`config.mk`:
```
export PLATFORM = sky130hd
export DESIGN_NAME = rtcam_alarm_ctrl
export DESIGN_NICKNAME = d
export VERILOG_FILES = /design/src/include/rtcam_pkg.sv /design/src/rtl/rtcam_alarm_match.sv /design/src/rtl/rtcam_alarm_ctrl.sv
export SDC_FILE = /design/constraint.sdc
export NUM_CORES = 1
export LEC_CHECK = 0
export BUFFER_PORTS_ARGS = -buffer_cell sky130_fd_sc_hd__buf_2
export CAP_MARGIN = 20
export CORE_MARGIN = 4
export CORE_UTILIZATION = 33
export DETAILED_ROUTE_END_ITERATION = 8
export SETUP_SLACK_MARGIN = 0.4
export SYNTH_ARGS = -nofsm -noshare
export SYNTH_HDL_FRONTEND = slang
export SYNTH_SLANG_ARGS = --single-unit
```
`constraint.sdc`:
```
create_clock -name clk -period 7.48 [get_ports clk]
set_input_delay 0.748 -clock clk [delete_from_list [all_inputs] [get_ports clk]]
set_output_delay 0.748 -clock clk [all_outputs]
set_load 0.01 [all_outputs]
```
`src/include/rtcam_pkg.sv`:
```
// Constants shared by the alarm match and control logic
`default_nettype none
package rtcam_pkg;
  // Register port geometry
  localparam int ADDR_W = 5;
  localparam int DATA_W = 8;
  localparam logic [4:0] ALM_BASE_ADDR = 5'h07;
  localparam logic [4:0] ALM1_SEC_ADDR = 5'h07;
  localparam logic [4:0] ALM1_MIN_ADDR = 5'h08;
  localparam logic [4:0] ALM1_HOUR_ADDR = 5'h09;
  localparam logic [4:0] ALM1_DAY_ADDR = 5'h0a;
  localparam logic [4:0] ALM2_MIN_ADDR = 5'h0b;
  localparam logic [4:0] ALM2_HOUR_ADDR = 5'h0c;
  localparam logic [4:0] ALM2_DAY_ADDR = 5'h0d;
  localparam logic [4:0] CTRL_ADDR = 5'h0e;
  localparam logic [4:0] STAT_ADDR = 5'h0f;
  localparam int ALM_REGS = 7;
  // Alarm register fields
  localparam int MASK_BIT = 7;
  localparam int DYDT_BIT = 6;
  localparam int TIME_FIELD_W = 7;
  localparam int DAY_FIELD_W = 6;
  localparam logic [7:0] ALM2_SECONDS = 8'h00;
  localparam logic [7:0] ALM_RESET = 8'h00;
  // Control register
  localparam logic [7:0] CTRL_RESET = 8'h1c;
  localparam int CTRL_OSC_BIT = 7;
  localparam int CTRL_BBW_BIT = 6;
  localparam int CTRL_TEMP_CONVERT_REQUEST_BIT = 5;
  localparam int CTRL_IRQ_OR_WAVE_SELECT_BIT = 2;
  localparam int CTRL_ALARM2_IRQ_ENABLE_BIT = 1;
  localparam int CTRL_ALARM1_IRQ_ENABLE_BIT = 0;
  // Status register
  localparam int STAT_BUSY_BIT = 2;
  localparam int STAT_A2F_BIT = 1;
  localparam int STAT_A1F_BIT = 0;
  // Timing
  localparam longint CLK_PERIOD_NS = 20;
  localparam longint HALF_SEC_NS = 500000000;
  localparam int HALF_SEC_CYCLES = int'(HALF_SEC_NS / CLK_PERIOD_NS);
  localparam int HALF_CNT_W = 25;
  // Conversion sequencer
  typedef enum logic [1:0] {CV_IDLE, CV_PERIODIC, CV_USER} rtcam_temp_convert_request_type;
endpackage
`default_nettype wire

```
`src/rtl/rtcam_alarm_match.sv`:
```
// Field comparator for one time-of-day alarm
`default_nettype none
module rtcam_alarm_match
  import rtcam_pkg::*;
(
  // Programmed alarm bytes
  input wire logic [7:0] sec_alarm,
  input wire logic [7:0] min_alarm,
  input wire logic [7:0] hour_alarm,
  input wire logic [7:0] day_alarm,
  // Current timekeeping values
  input wire logic [7:0] cur_seconds,
  input wire logic [7:0] cur_minutes,
  input wire logic [7:0] cur_hours,
  input wire logic [7:0] cur_day,
  input wire logic [7:0] cur_date,
  // Result
  output logic hit
);
  logic sec_eq;
  logic min_eq;
  logic hour_eq;
  logic day_eq;
  logic [DAY_FIELD_W-1:0] day_ref;

  // Weekday or month-day source
  assign day_ref = day_alarm[DYDT_BIT] ? cur_day[DAY_FIELD_W-1:0] : cur_date[DAY_FIELD_W-1:0];
  assign sec_eq = sec_alarm[TIME_FIELD_W-1:0] == cur_seconds[TIME_FIELD_W-1:0];
  assign min_eq = min_alarm[TIME_FIELD_W-1:0] == cur_minutes[TIME_FIELD_W-1:0];
  assign hour_eq = hour_alarm[TIME_FIELD_W-1:0] == cur_hours[TIME_FIELD_W-1:0];
  assign day_eq = day_alarm[DAY_FIELD_W-1:0] == day_ref;

  // Masked field compare
  assign hit = (sec_alarm[MASK_BIT] | sec_eq) & (min_alarm[MASK_BIT] | min_eq)
    & (hour_alarm[MASK_BIT] | hour_eq) & (day_alarm[MASK_BIT] | day_eq);
endmodule
`default_nettype wire

```
`src/rtl/rtcam_alarm_ctrl.sv`:
```
// Alarm match, control register and shared interrupt / 1Hz output
// Operation
// Bit 7 of every alarm byte masks its field; all clear means full match.
// Day/date selector bit 6: 0 compares date, 1 compares weekday.
// A matching alarm sets its status flag.
// Matches are tested once per second, at the time update.
// Alarm 1 masks choose every second, seconds, min+sec, h+m+s, or +day.
// Alarm 2 has no seconds: fires at second zero, mask patterns like alarm 1.
// Host programs only listed mask combinations; others are undefined.
// Control bit 7 stops the oscillator only on battery; resets to 0.
// A stopped oscillator freezes timekeeping and alarm updates.
// Control bit 6 keeps the wave on battery, else the output floats.
// Control bit 5 starts a conversion, reads 1 until it finishes.
// Compensation at most once per second; user request keeps periodic schedule.
// Control bits 4:3 store any value and do nothing.
// Control bit 2: 0 gives 1Hz wave, 1 gives alarm interrupt; resets 1.
// Flags set regardless of interrupt control and enables.
// Bit 1 lets alarm 2 flag interrupt when interrupt control is 1.
// Bit 0 lets alarm 1 flag interrupt when interrupt control is 1.
// Writing 0 clears a flag; writing 1 leaves it unchanged.
// Alarm 1 lives at 07h-0Ah, alarm 2 at 0Bh-0Dh.
// Interrupt output held low while an enabled flag stays set.
`default_nettype none
module rtcam_alarm_ctrl
  import rtcam_pkg::*;
#(
  parameter int HALF_SEC_COUNT = HALF_SEC_CYCLES
)
(
  // Clock and reset
  input wire logic clk,
  input wire logic rst,
  // Register port from the serial engine
  input wire logic reg_wr,
  input wire logic reg_rd,
  input wire logic [ADDR_W-1:0] reg_addr,
  input wire logic [DATA_W-1:0] reg_wdata,
  output logic [DATA_W-1:0] reg_rdata,
  // Current time from the calendar counters
  input wire logic [7:0] cur_seconds,
  input wire logic [7:0] cur_minutes,
  input wire logic [7:0] cur_hours,
  input wire logic [7:0] cur_day,
  input wire logic [7:0] cur_date,
  // Time base
  output logic sec_tick,
  output logic osc_run,
  // Power monitor pin, high while on battery
  input wire logic on_battery,
  // Temperature sensor and compensation
  output logic sensor_start,
  input wire logic sensor_done,
  output logic comp_update,
  // Open-drain interrupt / square wave pin
  output logic irq_wave_out_n_o,
  output logic irq_wave_out_n_oe_n
);
  logic [7:0] alarm_reg [ALM_REGS];
  logic [7:0] ctrl_reg;
  logic temp_convert_request_user_reg;
  logic alarm1_flag_reg;
  logic alarm2_flag_reg;
  logic batt_meta_reg;
  logic batt_sync_reg;
  logic [HALF_CNT_W-1:0] half_cnt_reg;
  logic wave_reg;
  logic eval_reg;
  logic alarm1_hit;
  logic alarm2_hit;
  logic half_tick;
  logic wr_stat;
  logic [2:0] alm_idx;
  rtcam_temp_convert_request_type temp_convert_request_state_reg;
  logic periodic_pending_reg;
  logic comp_done_sec_reg;
  logic comp_owed_reg;
  logic sensor_start_reg;
  logic comp_update_reg;
  logic comp_seen_reg;
  logic irq_active;
  logic out_reg;
  logic oe_n_reg;
  logic [DATA_W-1:0] rdata_reg;

  // Elaboration check on the half-second count
  if (HALF_SEC_COUNT < 2 || HALF_SEC_COUNT >= (1 << HALF_CNT_W))
  begin : g_bad_half_sec
    $error("HALF_SEC_COUNT out of range");
  end

  assign alm_idx = 3'(reg_addr - ALM_BASE_ADDR);
  assign wr_stat = reg_wr && reg_addr == STAT_ADDR;

  // Battery indication synchroniser
  always_ff @(posedge clk)
  begin
    if (rst)
    begin
      batt_meta_reg <= 1'b0;
      batt_sync_reg <= 1'b0;
    end
    else
    begin
      batt_meta_reg <= on_battery;
      batt_sync_reg <= batt_meta_reg;
    end
  end

  // Oscillator stops only on battery
  assign osc_run = !(batt_sync_reg && ctrl_reg[CTRL_OSC_BIT]);

  // Time base frozen while stopped
  always_ff @(posedge clk)
  begin
    if (rst)
    begin
      half_cnt_reg <= '0;
      wave_reg <= 1'b1;
    end
    else if (osc_run)
    begin
      if (half_tick)
      begin
        half_cnt_reg <= '0;
        wave_reg <= !wave_reg;
      end
      else
      begin
        half_cnt_reg <= half_cnt_reg + 1'b1;
      end
    end
  end

  assign half_tick = osc_run && half_cnt_reg == HALF_CNT_W'(HALF_SEC_COUNT - 1);
  assign sec_tick = half_tick && wave_reg;

  // Compare one cycle after the counters update
  always_ff @(posedge clk)
  begin
    if (rst)
    begin
      eval_reg <= 1'b0;
    end
    else
    begin
      eval_reg <= sec_tick;
    end
  end

  // Alarm 1 comparator
  rtcam_alarm_match u_alarm1 (
    .sec_alarm(alarm_reg[0]),
    .min_alarm(alarm_reg[1]),
    .hour_alarm(alarm_reg[2]),
    .day_alarm(alarm_reg[3]),
    .cur_seconds(cur_seconds),
    .cur_minutes(cur_minutes),
    .cur_hours(cur_hours),
    .cur_day(cur_day),
    .cur_date(cur_date),
    .hit(alarm1_hit)
  );

  // Alarm 2 comparator, seconds pinned to zero
  rtcam_alarm_match u_alarm2 (
    .sec_alarm(ALM2_SECONDS),
    .min_alarm(alarm_reg[4]),
    .hour_alarm(alarm_reg[5]),
    .day_alarm(alarm_reg[6]),
    .cur_seconds(cur_seconds),
    .cur_minutes(cur_minutes),
    .cur_hours(cur_hours),
    .cur_day(cur_day),
    .cur_date(cur_date),
    .hit(alarm2_hit)
  );

  // Alarm byte storage
  always_ff @(posedge clk)
  begin
    if (rst)
    begin
      for (int i = 0; i < ALM_REGS; i++)
      begin
        alarm_reg[i] <= ALM_RESET;
      end
    end
    else if (reg_wr && reg_addr >= ALM1_SEC_ADDR && reg_addr <= ALM2_DAY_ADDR)
    begin
      alarm_reg[alm_idx] <= reg_wdata;
    end
  end

  // Control bits stored as written
  always_ff @(posedge clk)
  begin
    if (rst)
    begin
      ctrl_reg <= CTRL_RESET;
    end
    else if (reg_wr && reg_addr == CTRL_ADDR)
    begin
      ctrl_reg <= reg_wdata;
    end
  end

  // Flags: set wins, write 1 ignored
  always_ff @(posedge clk)
  begin
    if (rst)
    begin
      alarm1_flag_reg <= 1'b0;
      alarm2_flag_reg <= 1'b0;
    end
    else
    begin
      alarm1_flag_reg <= (eval_reg && osc_run && alarm1_hit)
        || (alarm1_flag_reg && !(wr_stat && !reg_wdata[STAT_A1F_BIT]));
      alarm2_flag_reg <= (eval_reg && osc_run && alarm2_hit)
        || (alarm2_flag_reg && !(wr_stat && !reg_wdata[STAT_A2F_BIT]));
    end
  end

  // User request held until its conversion ends
  always_ff @(posedge clk)
  begin
    if (rst)
    begin
      temp_convert_request_user_reg <= 1'b0;
    end
    else if (temp_convert_request_state_reg == CV_USER && sensor_done)
    begin
      temp_convert_request_user_reg <= 1'b0;
    end
    else if (reg_wr && reg_addr == CTRL_ADDR && reg_wdata[CTRL_TEMP_CONVERT_REQUEST_BIT])
    begin
      temp_convert_request_user_reg <= 1'b1;
    end
  end

  // Periodic conversion queued every second
  always_ff @(posedge clk)
  begin
    if (rst)
    begin
      periodic_pending_reg <= 1'b0;
    end
    else if (sec_tick)
    begin
      periodic_pending_reg <= 1'b1;
    end
    else if (temp_convert_request_state_reg == CV_IDLE)
    begin
      periodic_pending_reg <= 1'b0;
    end
  end

  // Conversion sequencer, periodic work first
  always_ff @(posedge clk)
  begin
    if (rst)
    begin
      temp_convert_request_state_reg <= CV_IDLE;
      sensor_start_reg <= 1'b0;
    end
    else
    begin
      sensor_start_reg <= 1'b0;
      unique case (temp_convert_request_state_reg)
        CV_IDLE:
        begin
          if (periodic_pending_reg)
          begin
            temp_convert_request_state_reg <= CV_PERIODIC;
            sensor_start_reg <= 1'b1;
          end
          else if (temp_convert_request_user_reg)
          begin
            temp_convert_request_state_reg <= CV_USER;
            sensor_start_reg <= 1'b1;
          end
        end
        CV_PERIODIC, CV_USER:
        begin
          if (sensor_done)
          begin
            temp_convert_request_state_reg <= CV_IDLE;
          end
        end
      endcase
    end
  end

  // Compensation limited to once per second
  always_ff @(posedge clk)
  begin
    if (rst)
    begin
      comp_done_sec_reg <= 1'b0;
      comp_owed_reg <= 1'b0;
      comp_update_reg <= 1'b0;
    end
    else
    begin
      comp_update_reg <= 1'b0;
      if (sec_tick)
      begin
        comp_done_sec_reg <= 1'b0;
      end
      if (temp_convert_request_state_reg != CV_IDLE && sensor_done)
      begin
        comp_owed_reg <= 1'b1;
      end
      if (comp_owed_reg && !comp_done_sec_reg && !sec_tick)
      begin
        comp_update_reg <= 1'b1;
        comp_done_sec_reg <= 1'b1;
        comp_owed_reg <= temp_convert_request_state_reg != CV_IDLE && sensor_done;
      end
    end
  end

  assign sensor_start = sensor_start_reg;
  assign comp_update = comp_update_reg;

  // Enabled flags drive the interrupt
  assign irq_active = ctrl_reg[CTRL_IRQ_OR_WAVE_SELECT_BIT]
    && ((alarm1_flag_reg && ctrl_reg[CTRL_ALARM1_IRQ_ENABLE_BIT])
    || (alarm2_flag_reg && ctrl_reg[CTRL_ALARM2_IRQ_ENABLE_BIT]));

  // Output role and battery float
  always_ff @(posedge clk)
  begin
    if (rst)
    begin
      out_reg <= 1'b1;
      oe_n_reg <= 1'b1;
    end
    else if (batt_sync_reg && !ctrl_reg[CTRL_BBW_BIT])
    begin
      out_reg <= 1'b1;
      oe_n_reg <= 1'b1;
    end
    else if (ctrl_reg[CTRL_IRQ_OR_WAVE_SELECT_BIT])
    begin
      out_reg <= !irq_active;
      oe_n_reg <= !irq_active;
    end
    else
    begin
      out_reg <= wave_reg;
      oe_n_reg <= wave_reg;
    end
  end

  assign irq_wave_out_n_o = out_reg;
  assign irq_wave_out_n_oe_n = oe_n_reg;

  // Registered read data
  always_ff @(posedge clk)
  begin
    if (rst)
    begin
      rdata_reg <= '0;
    end
    else if (reg_rd)
    begin
      if (reg_addr >= ALM1_SEC_ADDR && reg_addr <= ALM2_DAY_ADDR)
      begin
        rdata_reg <= alarm_reg[alm_idx];
      end
      else if (reg_addr == CTRL_ADDR)
      begin
        rdata_reg <= {ctrl_reg[7:6], temp_convert_request_user_reg, ctrl_reg[4:0]};
      end
      else if (reg_addr == STAT_ADDR)
      begin
        rdata_reg <= {5'h00, temp_convert_request_state_reg != CV_IDLE, alarm2_flag_reg, alarm1_flag_reg};
      end
      else
      begin
        rdata_reg <= '0;
      end
    end
  end

  assign reg_rdata = rdata_reg;

  // Compensation seen since the last second pulse, for the rate check
  always_ff @(posedge clk)
  begin
    if (rst || sec_tick)
    begin
      comp_seen_reg <= 1'b0;
    end
    else if (comp_update_reg)
    begin
      comp_seen_reg <= 1'b1;
    end
  end

  a_flag_on_match: assert property (@(posedge clk) disable iff (rst)
    eval_reg && osc_run && alarm1_hit && !ctrl_reg[CTRL_ALARM1_IRQ_ENABLE_BIT] |=> alarm1_flag_reg)
    else $error("alarm 1 match did not set flag");
  a_flag_only_eval: assert property (@(posedge clk) disable iff (rst)
    $rose(alarm2_flag_reg) |-> $past(eval_reg) && $past(alarm2_hit))
    else $error("alarm 2 flag set outside update");
  a_osc_freeze: assert property (@(posedge clk) disable iff (rst)
    !osc_run ##1 !osc_run |-> $stable(half_cnt_reg) && $stable(wave_reg))
    else $error("time base moved while stopped");
  a_temp_convert_request_bit_held: assert property (@(posedge clk) disable iff (rst)
    temp_convert_request_user_reg && temp_convert_request_state_reg != CV_USER |=> temp_convert_request_user_reg)
    else $error("conversion bit dropped early");
  a_temp_convert_request_bit_clear: assert property (@(posedge clk) disable iff (rst)
    temp_convert_request_state_reg == CV_USER && sensor_done |=> !temp_convert_request_user_reg && temp_convert_request_state_reg == CV_IDLE)
    else $error("conversion bit not cleared at end");
  a_comp_rate: assert property (@(posedge clk) disable iff (rst)
    comp_update_reg |-> !comp_seen_reg)
    else $error("compensation ran twice in a second");
  a_flag_write_one: assert property (@(posedge clk) disable iff (rst)
    wr_stat && reg_wdata[STAT_A1F_BIT] && !(eval_reg && alarm1_hit)
    |=> alarm1_flag_reg == $past(alarm1_flag_reg))
    else $error("write of one changed alarm 1 flag");
  a_irq_drive: assert property (@(posedge clk) disable iff (rst)
    alarm1_flag_reg && ctrl_reg[CTRL_ALARM1_IRQ_ENABLE_BIT] && ctrl_reg[CTRL_IRQ_OR_WAVE_SELECT_BIT] && !batt_sync_reg
    |=> !irq_wave_out_n_oe_n && !irq_wave_out_n_o)
    else $error("enabled alarm 1 flag did not interrupt");
  a_irq_quiet: assert property (@(posedge clk) disable iff (rst)
    ctrl_reg[CTRL_IRQ_OR_WAVE_SELECT_BIT] && !(alarm2_flag_reg && ctrl_reg[CTRL_ALARM2_IRQ_ENABLE_BIT])
    && !(alarm1_flag_reg && ctrl_reg[CTRL_ALARM1_IRQ_ENABLE_BIT]) |=> irq_wave_out_n_oe_n)
    else $error("interrupt without enabled flag");
  a_wave_mode: assert property (@(posedge clk) disable iff (rst)
    !ctrl_reg[CTRL_IRQ_OR_WAVE_SELECT_BIT] && !batt_sync_reg |=> irq_wave_out_n_oe_n == $past(wave_reg))
    else $error("square wave not on output");
  a_batt_float: assert property (@(posedge clk) disable iff (rst)
    batt_sync_reg && !ctrl_reg[CTRL_BBW_BIT] |=> irq_wave_out_n_oe_n)
    else $error("output driven on battery without enable");

  c_alarm1_fire: cover property (@(posedge clk) disable iff (rst)
    eval_reg && alarm1_hit ##1 !irq_wave_out_n_oe_n);
  c_user_temp_convert_request: cover property (@(posedge clk) disable iff (rst)
    temp_convert_request_state_reg == CV_USER && sensor_done);
  c_flag_clear: cover property (@(posedge clk) disable iff (rst)
    alarm2_flag_reg ##1 !alarm2_flag_reg);
endmodule
`default_nettype wire

```
==> results.md, run 1 <==
* Deepest clock path buffer count at 2
* Total grt overflow at 0
* Global Route Usage Sum at 15.8%
* Slowest CP cell: ha_1
* Pwr/cell area at 233 nW/µm²
* CTS root buf: clkbuf_16
* Initial antenna violation count at 0
* Seq cells post-synth at 119
* Pre-antenna DRT Iters at 5
* First-pass GRT wire length at 24900 µm
* Worst EP required at 7.58 ns
* Cell Area, Synth at roughly 6000 µm²
* Syn Nets at 605
* Diode count at 0
* Arrival @ worst endpoint at 3.89 ns
* Vias in the first global route at 4363
* RePlAce Congestion at 0.938
* Core Region at 18100 µm²
* Initial DRC Count at just under 400
* Reg2Reg Launch Point: half_cnt_reg[3]
* Min Tclk post-route at 3.80 ns
* Max incr delay on CP at ~1.0 ns
* Die width at 144 µm
* Fmax achieved at between 0.2 and 0.3 GHz
* Area Growth Syn to Fin at 18.1%
* Reg-to-Reg End: half_cnt_reg[18]
* Crit path launch: reg_addr[0]
* Worst R2R Path Depth at 5
* Clock skew at 0.00988 ns
* Cell Chain, Critical Path: buf_2 -> inv_1 -> ha_1 -> nand2_1 -> nor4_4 -> or2_2
* Clk pin slew, worst setup/hold paths at 0.05 ns
* CTS tree: yes
* Core Rows at 49
* # IOs at 73
* VDD IR-drop max at ~0.14 mV
* Setup violators final at 0
* Synth cell types at 56
* DP Wirelength at ~12000 µm
* Final cycle utilization of the critical path at about half
* Leakage at 2.70 nW
* Slew headroom at 35.9%
* Port-buffer cells at 65
* Resized cells post-CTS at 0
* Fraction of registers with async set or reset after synthesis at 0%
* Die ar. at 20900 µm²
* Chip height at 144 µm
* CP Capture Type: flop
* Nets at around 670
* Sink Count at 119
* Post-synthesis sequential area ratio at roughly 48%
* Setup TNS at 0 ns
* Status: complete, no violations
* Most frequent cells in the layout: 65 x buf_2, 63 x dfxtp_1, 56 x edfxtp_1
* Layout cells sized above 1 at a little under a quarter
* CP Class: in -> reg
* Syn. warnings at 0
* CP top delay family: simple AND/OR/NAND/NOR gates
* Worst Tran Pin Value at 0.961 ns
* Post-synth EDFFs at 56
* Final wirelength at 16000 µm
* Worst-Skew Late Latency at 0.40 ns
* Hold buffer count at CTS at 0
* DR DRC count at 0
* Starting Density at 33.8%
* Crit. path cell count at 6
* Most common cell after layout, fill and taps aside: buf_2
* Post-route cell area at 7250 µm²
* Clock buffer count from CTS at 17
* Main synth FF type: dfxtp_1
* Total setup buffers inserted after CTS at 0
* Avg Cell Area, Syn at 11.4 µm²
* ANT nets after route at 0
* Kind of start point of the critical path: input pin
* Level count of the clock H-tree at 4
* Vias per cell at 5.24
* Crit path max fanout at 26
* Worst Hold Class: reg -> reg
* Largest net degree at the start of global routing at 47
* Routed wire length per instance at 18.9 µm
* Vias at 4431
* Max-slew violations at 0
* FF-to-FF setup slack at around 5.4 ns
* Max-cap violation count at 0
* Hold Vio Cnt, Final at 0
* Post-placement cell area at 6650 µm²
* Bufs and invs on worst path at 2
* Worst Setup EP: alarm_reg[1][3]
* Cells on Worst Hold Path at 1
* Unrepaired setup endpoints after global routing: no
* Syn Inst Count at 540
* Hold slack at 0.449 ns
* Max reg flops at 64
-- cells in the mapped netlist, types with 6 or more instances --
cell type	n	area share (%)
a211oi_1	6	0.73
a22oi_1	8	0.98
and2_1	43	4.4
and3_1	13	1.3
buf_4	6	0.73
clkbuf_1	10	0.61
dfxtp_1	63	21
edfxtp_1	56	27
ha_1	6	1.2
inv_1	13	0.79
mux2_2	8	1.5
mux2i_1	16	2.6
mux4_2	16	5.9
nand2_1	18	1.1
nand3_1	19	1.5
nand4_1	12	1.2
nor2_1	46	2.8
nor2b_1	8	0.82
nor4_1	14	1.4
o21ai_0	6	0.49
o22a_1	8	1.1
or2_2	6	0.61
xnor2_1	40	5.7
xor2_1	31	4.4
-- area by class of cell --
cell class | instances | area (µm²)
clock buffer | 27 | 567
clock inverter | 5 | 28.8
fill | 1754 | 10900
inverter | 13 | 48.8
multi-input combinational | 385 | 3030
sequential | 119 | 2940
tap | 229 | 287
timing repair buffer | 68 | 348
-- through the flow --
stage	power [mW]	instances	utilization [%]	setup slack (ns)
after floorplan	0.842	540	-	3.71
after global placement	0.901	814	36.7	3.35
after detailed placement	0.906	814	36.7	3.25
after CTS	1.70	846	39.9	3.65
after global routing	1.75	846	39.9	3.38
final	1.69	846	39.9	3.68
-- how the worst min path moves through the flow --
stage                                 start             to  slack (ns)
after floorplan               batt_meta_reg  batt_sync_reg        0.41
after global placement    comp_done_sec_reg    comp_update        0.43
after detailed placement      batt_meta_reg  batt_sync_reg        0.44
after CTS                     batt_meta_reg  batt_sync_reg        0.45
after global routing          batt_meta_reg  batt_sync_reg        0.47
final                     comp_done_sec_reg    comp_update        0.45
-- routing by layer --
| metal | wire [µm] | global-route usage, % |
|---|---|---|
| met3 | 844 | 2.88 |
| met5 | 0 | 0 |
| met1 | 7300 | 21.7 |
| met4 | 320 | 5.79 |
| met2 | 7490 | 24.9 |
-- power by group --
group	leakage (nW)	switching, mW	internal [mW]
logic	1.38	0.0954	0.0727
registers	1.02	0.0199	0.706
clock network	0.295	0.278	0.517
-- cells by family (layout without fill, tap and decap cells) --
kind of cell	after synthesis	after routing	share of synthesized area [%]
xor gates and xnor gates	71	71	10.1
AOI/OAI and AO/OA	56	56	7.11
muxes	40	40	9.94
adders and majority gates	6	6	1.22
and+or+nand+nor	212	212	20.8
buffers and inverters	36	113	2.89
DFF	119	119	47.9
Note: power is estimated with default switching activity, not from simulation.
==> inputs of run 2 (changes only) <==
--- a/config.mk
+++ b/config.mk
@@ -5,6 +5,7 @@
 export SDC_FILE = /design/constraint.sdc
 export NUM_CORES = 1
 export LEC_CHECK = 0
+export ABC_AREA = 1
 export BUFFER_PORTS_ARGS = -buffer_cell sky130_fd_sc_hd__buf_2
 export CAP_MARGIN = 20
 export CORE_MARGIN = 4
==> constraint.sdc (replaced) <==
create_clock -name clk -period 3.63 [get_ports clk]
set_input_delay 0.363 -clock clk [delete_from_list [all_inputs] [get_ports clk]]
set_output_delay 0.363 -clock clk [all_outputs]
set_load 0.01 [all_outputs]
==> run 2 against run 1 <==
Non-clock buffer count is 2 higher. Die area is 4.8% higher. Critical path depth is 3 higher. Sequential cell count stayed put. Total power is 120% higher. Sequential power is 110% higher. First-iteration DRC count is 59% higher. Via count is 33% higher. Combinational power is 120% higher. Largest power group unchanged. Clock power is 120% higher. Wire length is 12% higher. Highest routed layer is now met5. Final area is 5.8% higher.
==> results.md, run 2 <==
* Status: complete, no violations
* Hold buffer count at CTS at 0
* Syn. warnings at 0
* DR DRC count at 0
* Clock skew at 0.00558 ns
* Pwr/cell area at 474 nW/µm²
* Worst EP required at roughly 3.7 ns
* Post-synth top area share at 26.0%
* Vias per cell at 4.82
* CP Class: in -> reg
* Post-synthesis sequential area ratio at between 40 and 50%
* Avg Cell Area, Syn at 7.32 µm²
* Internal Power at roughly 2.7 mW
* First-pass GRT wire length at around 28000 µm
* Hold Vio Cnt, Final at 0
* Die ar. at 21900 µm²
* Clk network pwr share at 48.8%
* VDD IR-drop max at 0.338 mV
* Port-buffer cells at 65
* Syn Nets at 947
* Core Region at around 19000 µm²
* Worst Hold Class: in -> reg
* Largest net degree at the start of global routing at 46
* Area Growth Syn to Fin at 18.8%
* Setup TNS at 0 ns
* Most common cell after layout, fill and taps aside: nand2_1
* ANT nets after route at 0
* Resized cells post-CTS at 0
* Kind of start point of the critical path: input pin
* Clock buffer count from CTS at 17
* Switching share of power at between 20% and 30%
* Max reg flops at 64
* Fmax achieved at 0.410 GHz
* Placed cells at 1190
* Worst-Skew Late Latency at roughly 0.43 ns
* Seq cells post-synth at 119
* Cell with the most instances after synthesis: nand2_1
* Max-slew violations at 0
* Starting Density at 34.1%
* Comb pwr share at 10.0%
* Min Tclk post-route at ~2.4 ns
* Main synth FF type: dfxtp_1
* Synth cell types at 37
* Hold slack at 0.145 ns
* Sink Count at about 120
* RePlAce Congestion at about 0.93
* DP Wirelength at 13500 µm
* Deepest clock path buffer count at 2
* Vias in the first global route at 5444
* Global Route Usage Sum at 16.6%
* Routed wire length per instance at between 10 and 15 µm
* Arrival @ worst endpoint at roughly 2.5 ns
* Cell Area, Synth at 6460 µm²
* Final core occ at 40.5%
* Fraction of registers with async set or reset after synthesis at 0%
* Clk pin slew, worst setup/hold paths at 0.06 ns
* Die width at 148 µm
* Chip height at 148 µm
* Synth area leader: edfxtp_1
* Sequential power share at 41.2%
* Core Rows at 50
* Vias at 5887
* Initial DRC Count at 613
* Slew headroom at 54.2%
* Final cycle utilization of the critical path at roughly two thirds
* CP Capture Type: flop
* Setup violators final at 0
* Level count of the clock H-tree at 4
* Post-synth EDFFs at 56
* Top cells by area in the synthesized netlist: edfxtp_1 26%, dfxtp_1 20%, nand2_1 12%
* Diode count at 0
* CTS tree: yes
* Total setup buffers inserted after CTS at 0
* Leakage at 3.33 nW
* # IOs at 73
* Max-cap violation count at 0
* Pre-antenna DRT Iters at 5
* Unrepaired setup endpoints after global routing: no
* Most instantiated cells after synthesis: 214 x nand2_1, 134 x nor2_1, 120 x inv_1
* CTS root buf: clkbuf_16
* Layout cells sized above 1 at 13.8%
* Psw at ~0.9 mW
* Initial antenna violation count at 1
* Final wirelength at 17900 µm
* Worst Tran Pin Value at 0.685 ns
* Total grt overflow at 0
* Crit path max fanout at 12
* Syn Inst Count at 882
* Nets at 1014
* Most frequent cells in the layout: 214 x nand2_1, 134 x nor2_1, 120 x inv_1
* Final non-filler cell total at 1222
## run 2: cell types whose count changed after synthesis, moves of 25 or more
| cell | change |
|---|---|
| and2_1 | -43 |
| inv_1 | +107 |
| a21oi_1 | +38 |
| o21ai_0 | +38 |
| nor2_1 | +88 |
| nand2_1 | +196 |
| nand3_1 | +38 |
| xnor2_1 | -25 |
## run 2: final timing paths
| kind | start | endpoint | slack, ns | depth (start not counted) |
|---|---|---|---|---|
| setup / recovery | reg_addr[0] | alarm_reg[5][5] | 1.19 | 9 |
| hold / removal | on_battery | batt_meta_reg | 0.15 | 3 |
| setup reg to reg | half_cnt_reg[21] | half_cnt_reg[20] | 1.50 | 8 |
| hold reg to reg | batt_meta_reg | batt_sync_reg | 0.41 | 2 |
## run 2: power by group through the flow
stage / sequential [mW] / clock (mW) / combinational, mW
2_1_floorplan: 1.51 / 0 / 0.236
3_3_place_gp: 1.53 / 0 / 0.354
3_5_place_dp: 1.53 / 0 / 0.358
4_1_cts: 1.50 / 1.80 / 0.360
5_1_grt: 1.50 / 1.86 / 0.406
6_report: 1.50 / 1.78 / 0.362
## run 2: kinds of logic (layout without fill, tap and decap cells)
kind of cell | count (synthesis) | after routing | synth area share, %
flip-flops | 119 | 119 | 45.6
adder cells (fa/ha/maj) | 6 | 6 | 1.16
buffers and inverters | 149 | 229 | 8.97
AO/OA/AOI/OAI | 117 | 117 | 9.98
AND/OR/NAND/NOR | 464 | 464 | 30.6
XOR/XNOR | 27 | 27 | 3.66
## run 2: critical path, stage by stage
cell and delay (ns):
buf_2 0.14, ha_1 0.22, nand2_1 0.12, inv_1 0.08, nor2_4 0.30, clkinv_1 0.35
o21ai_1 0.31, inv_1 0.08, nor2_1 0.53
## run 2: layer usage
layer,vias to the layer above,part of all wire [%],wire length [µm],GRT usage [%]
met5,-,0.039,7,0
met4,2,3.5,630,7.58
met3,44,5.6,1000,3.80
met2,167,48,8540,27.3
met1,2696,43,7700,20.8
li1,2978,-,-,-
## run 2: cell type report
class	instances	area (µm²)
clock buffers	20	500
inverters	127	477
repair buffers	70	363
well taps	260	325
multi-input cells	614	2930
flip-flops and latches	119	2940
clock inverters	12	130
fillers	1944	11300
## run 2: metrics by stage
stage	instance area, µm²	power (mW)	worst slack, ns
after floorplan	6460	1.75	0.957
after global routing	7670	3.77	1.07
after global placement	7040	1.88	0.829
final	7670	3.64	1.19
after detailed placement	7040	1.88	0.810
after CTS	7670	3.66	1.26
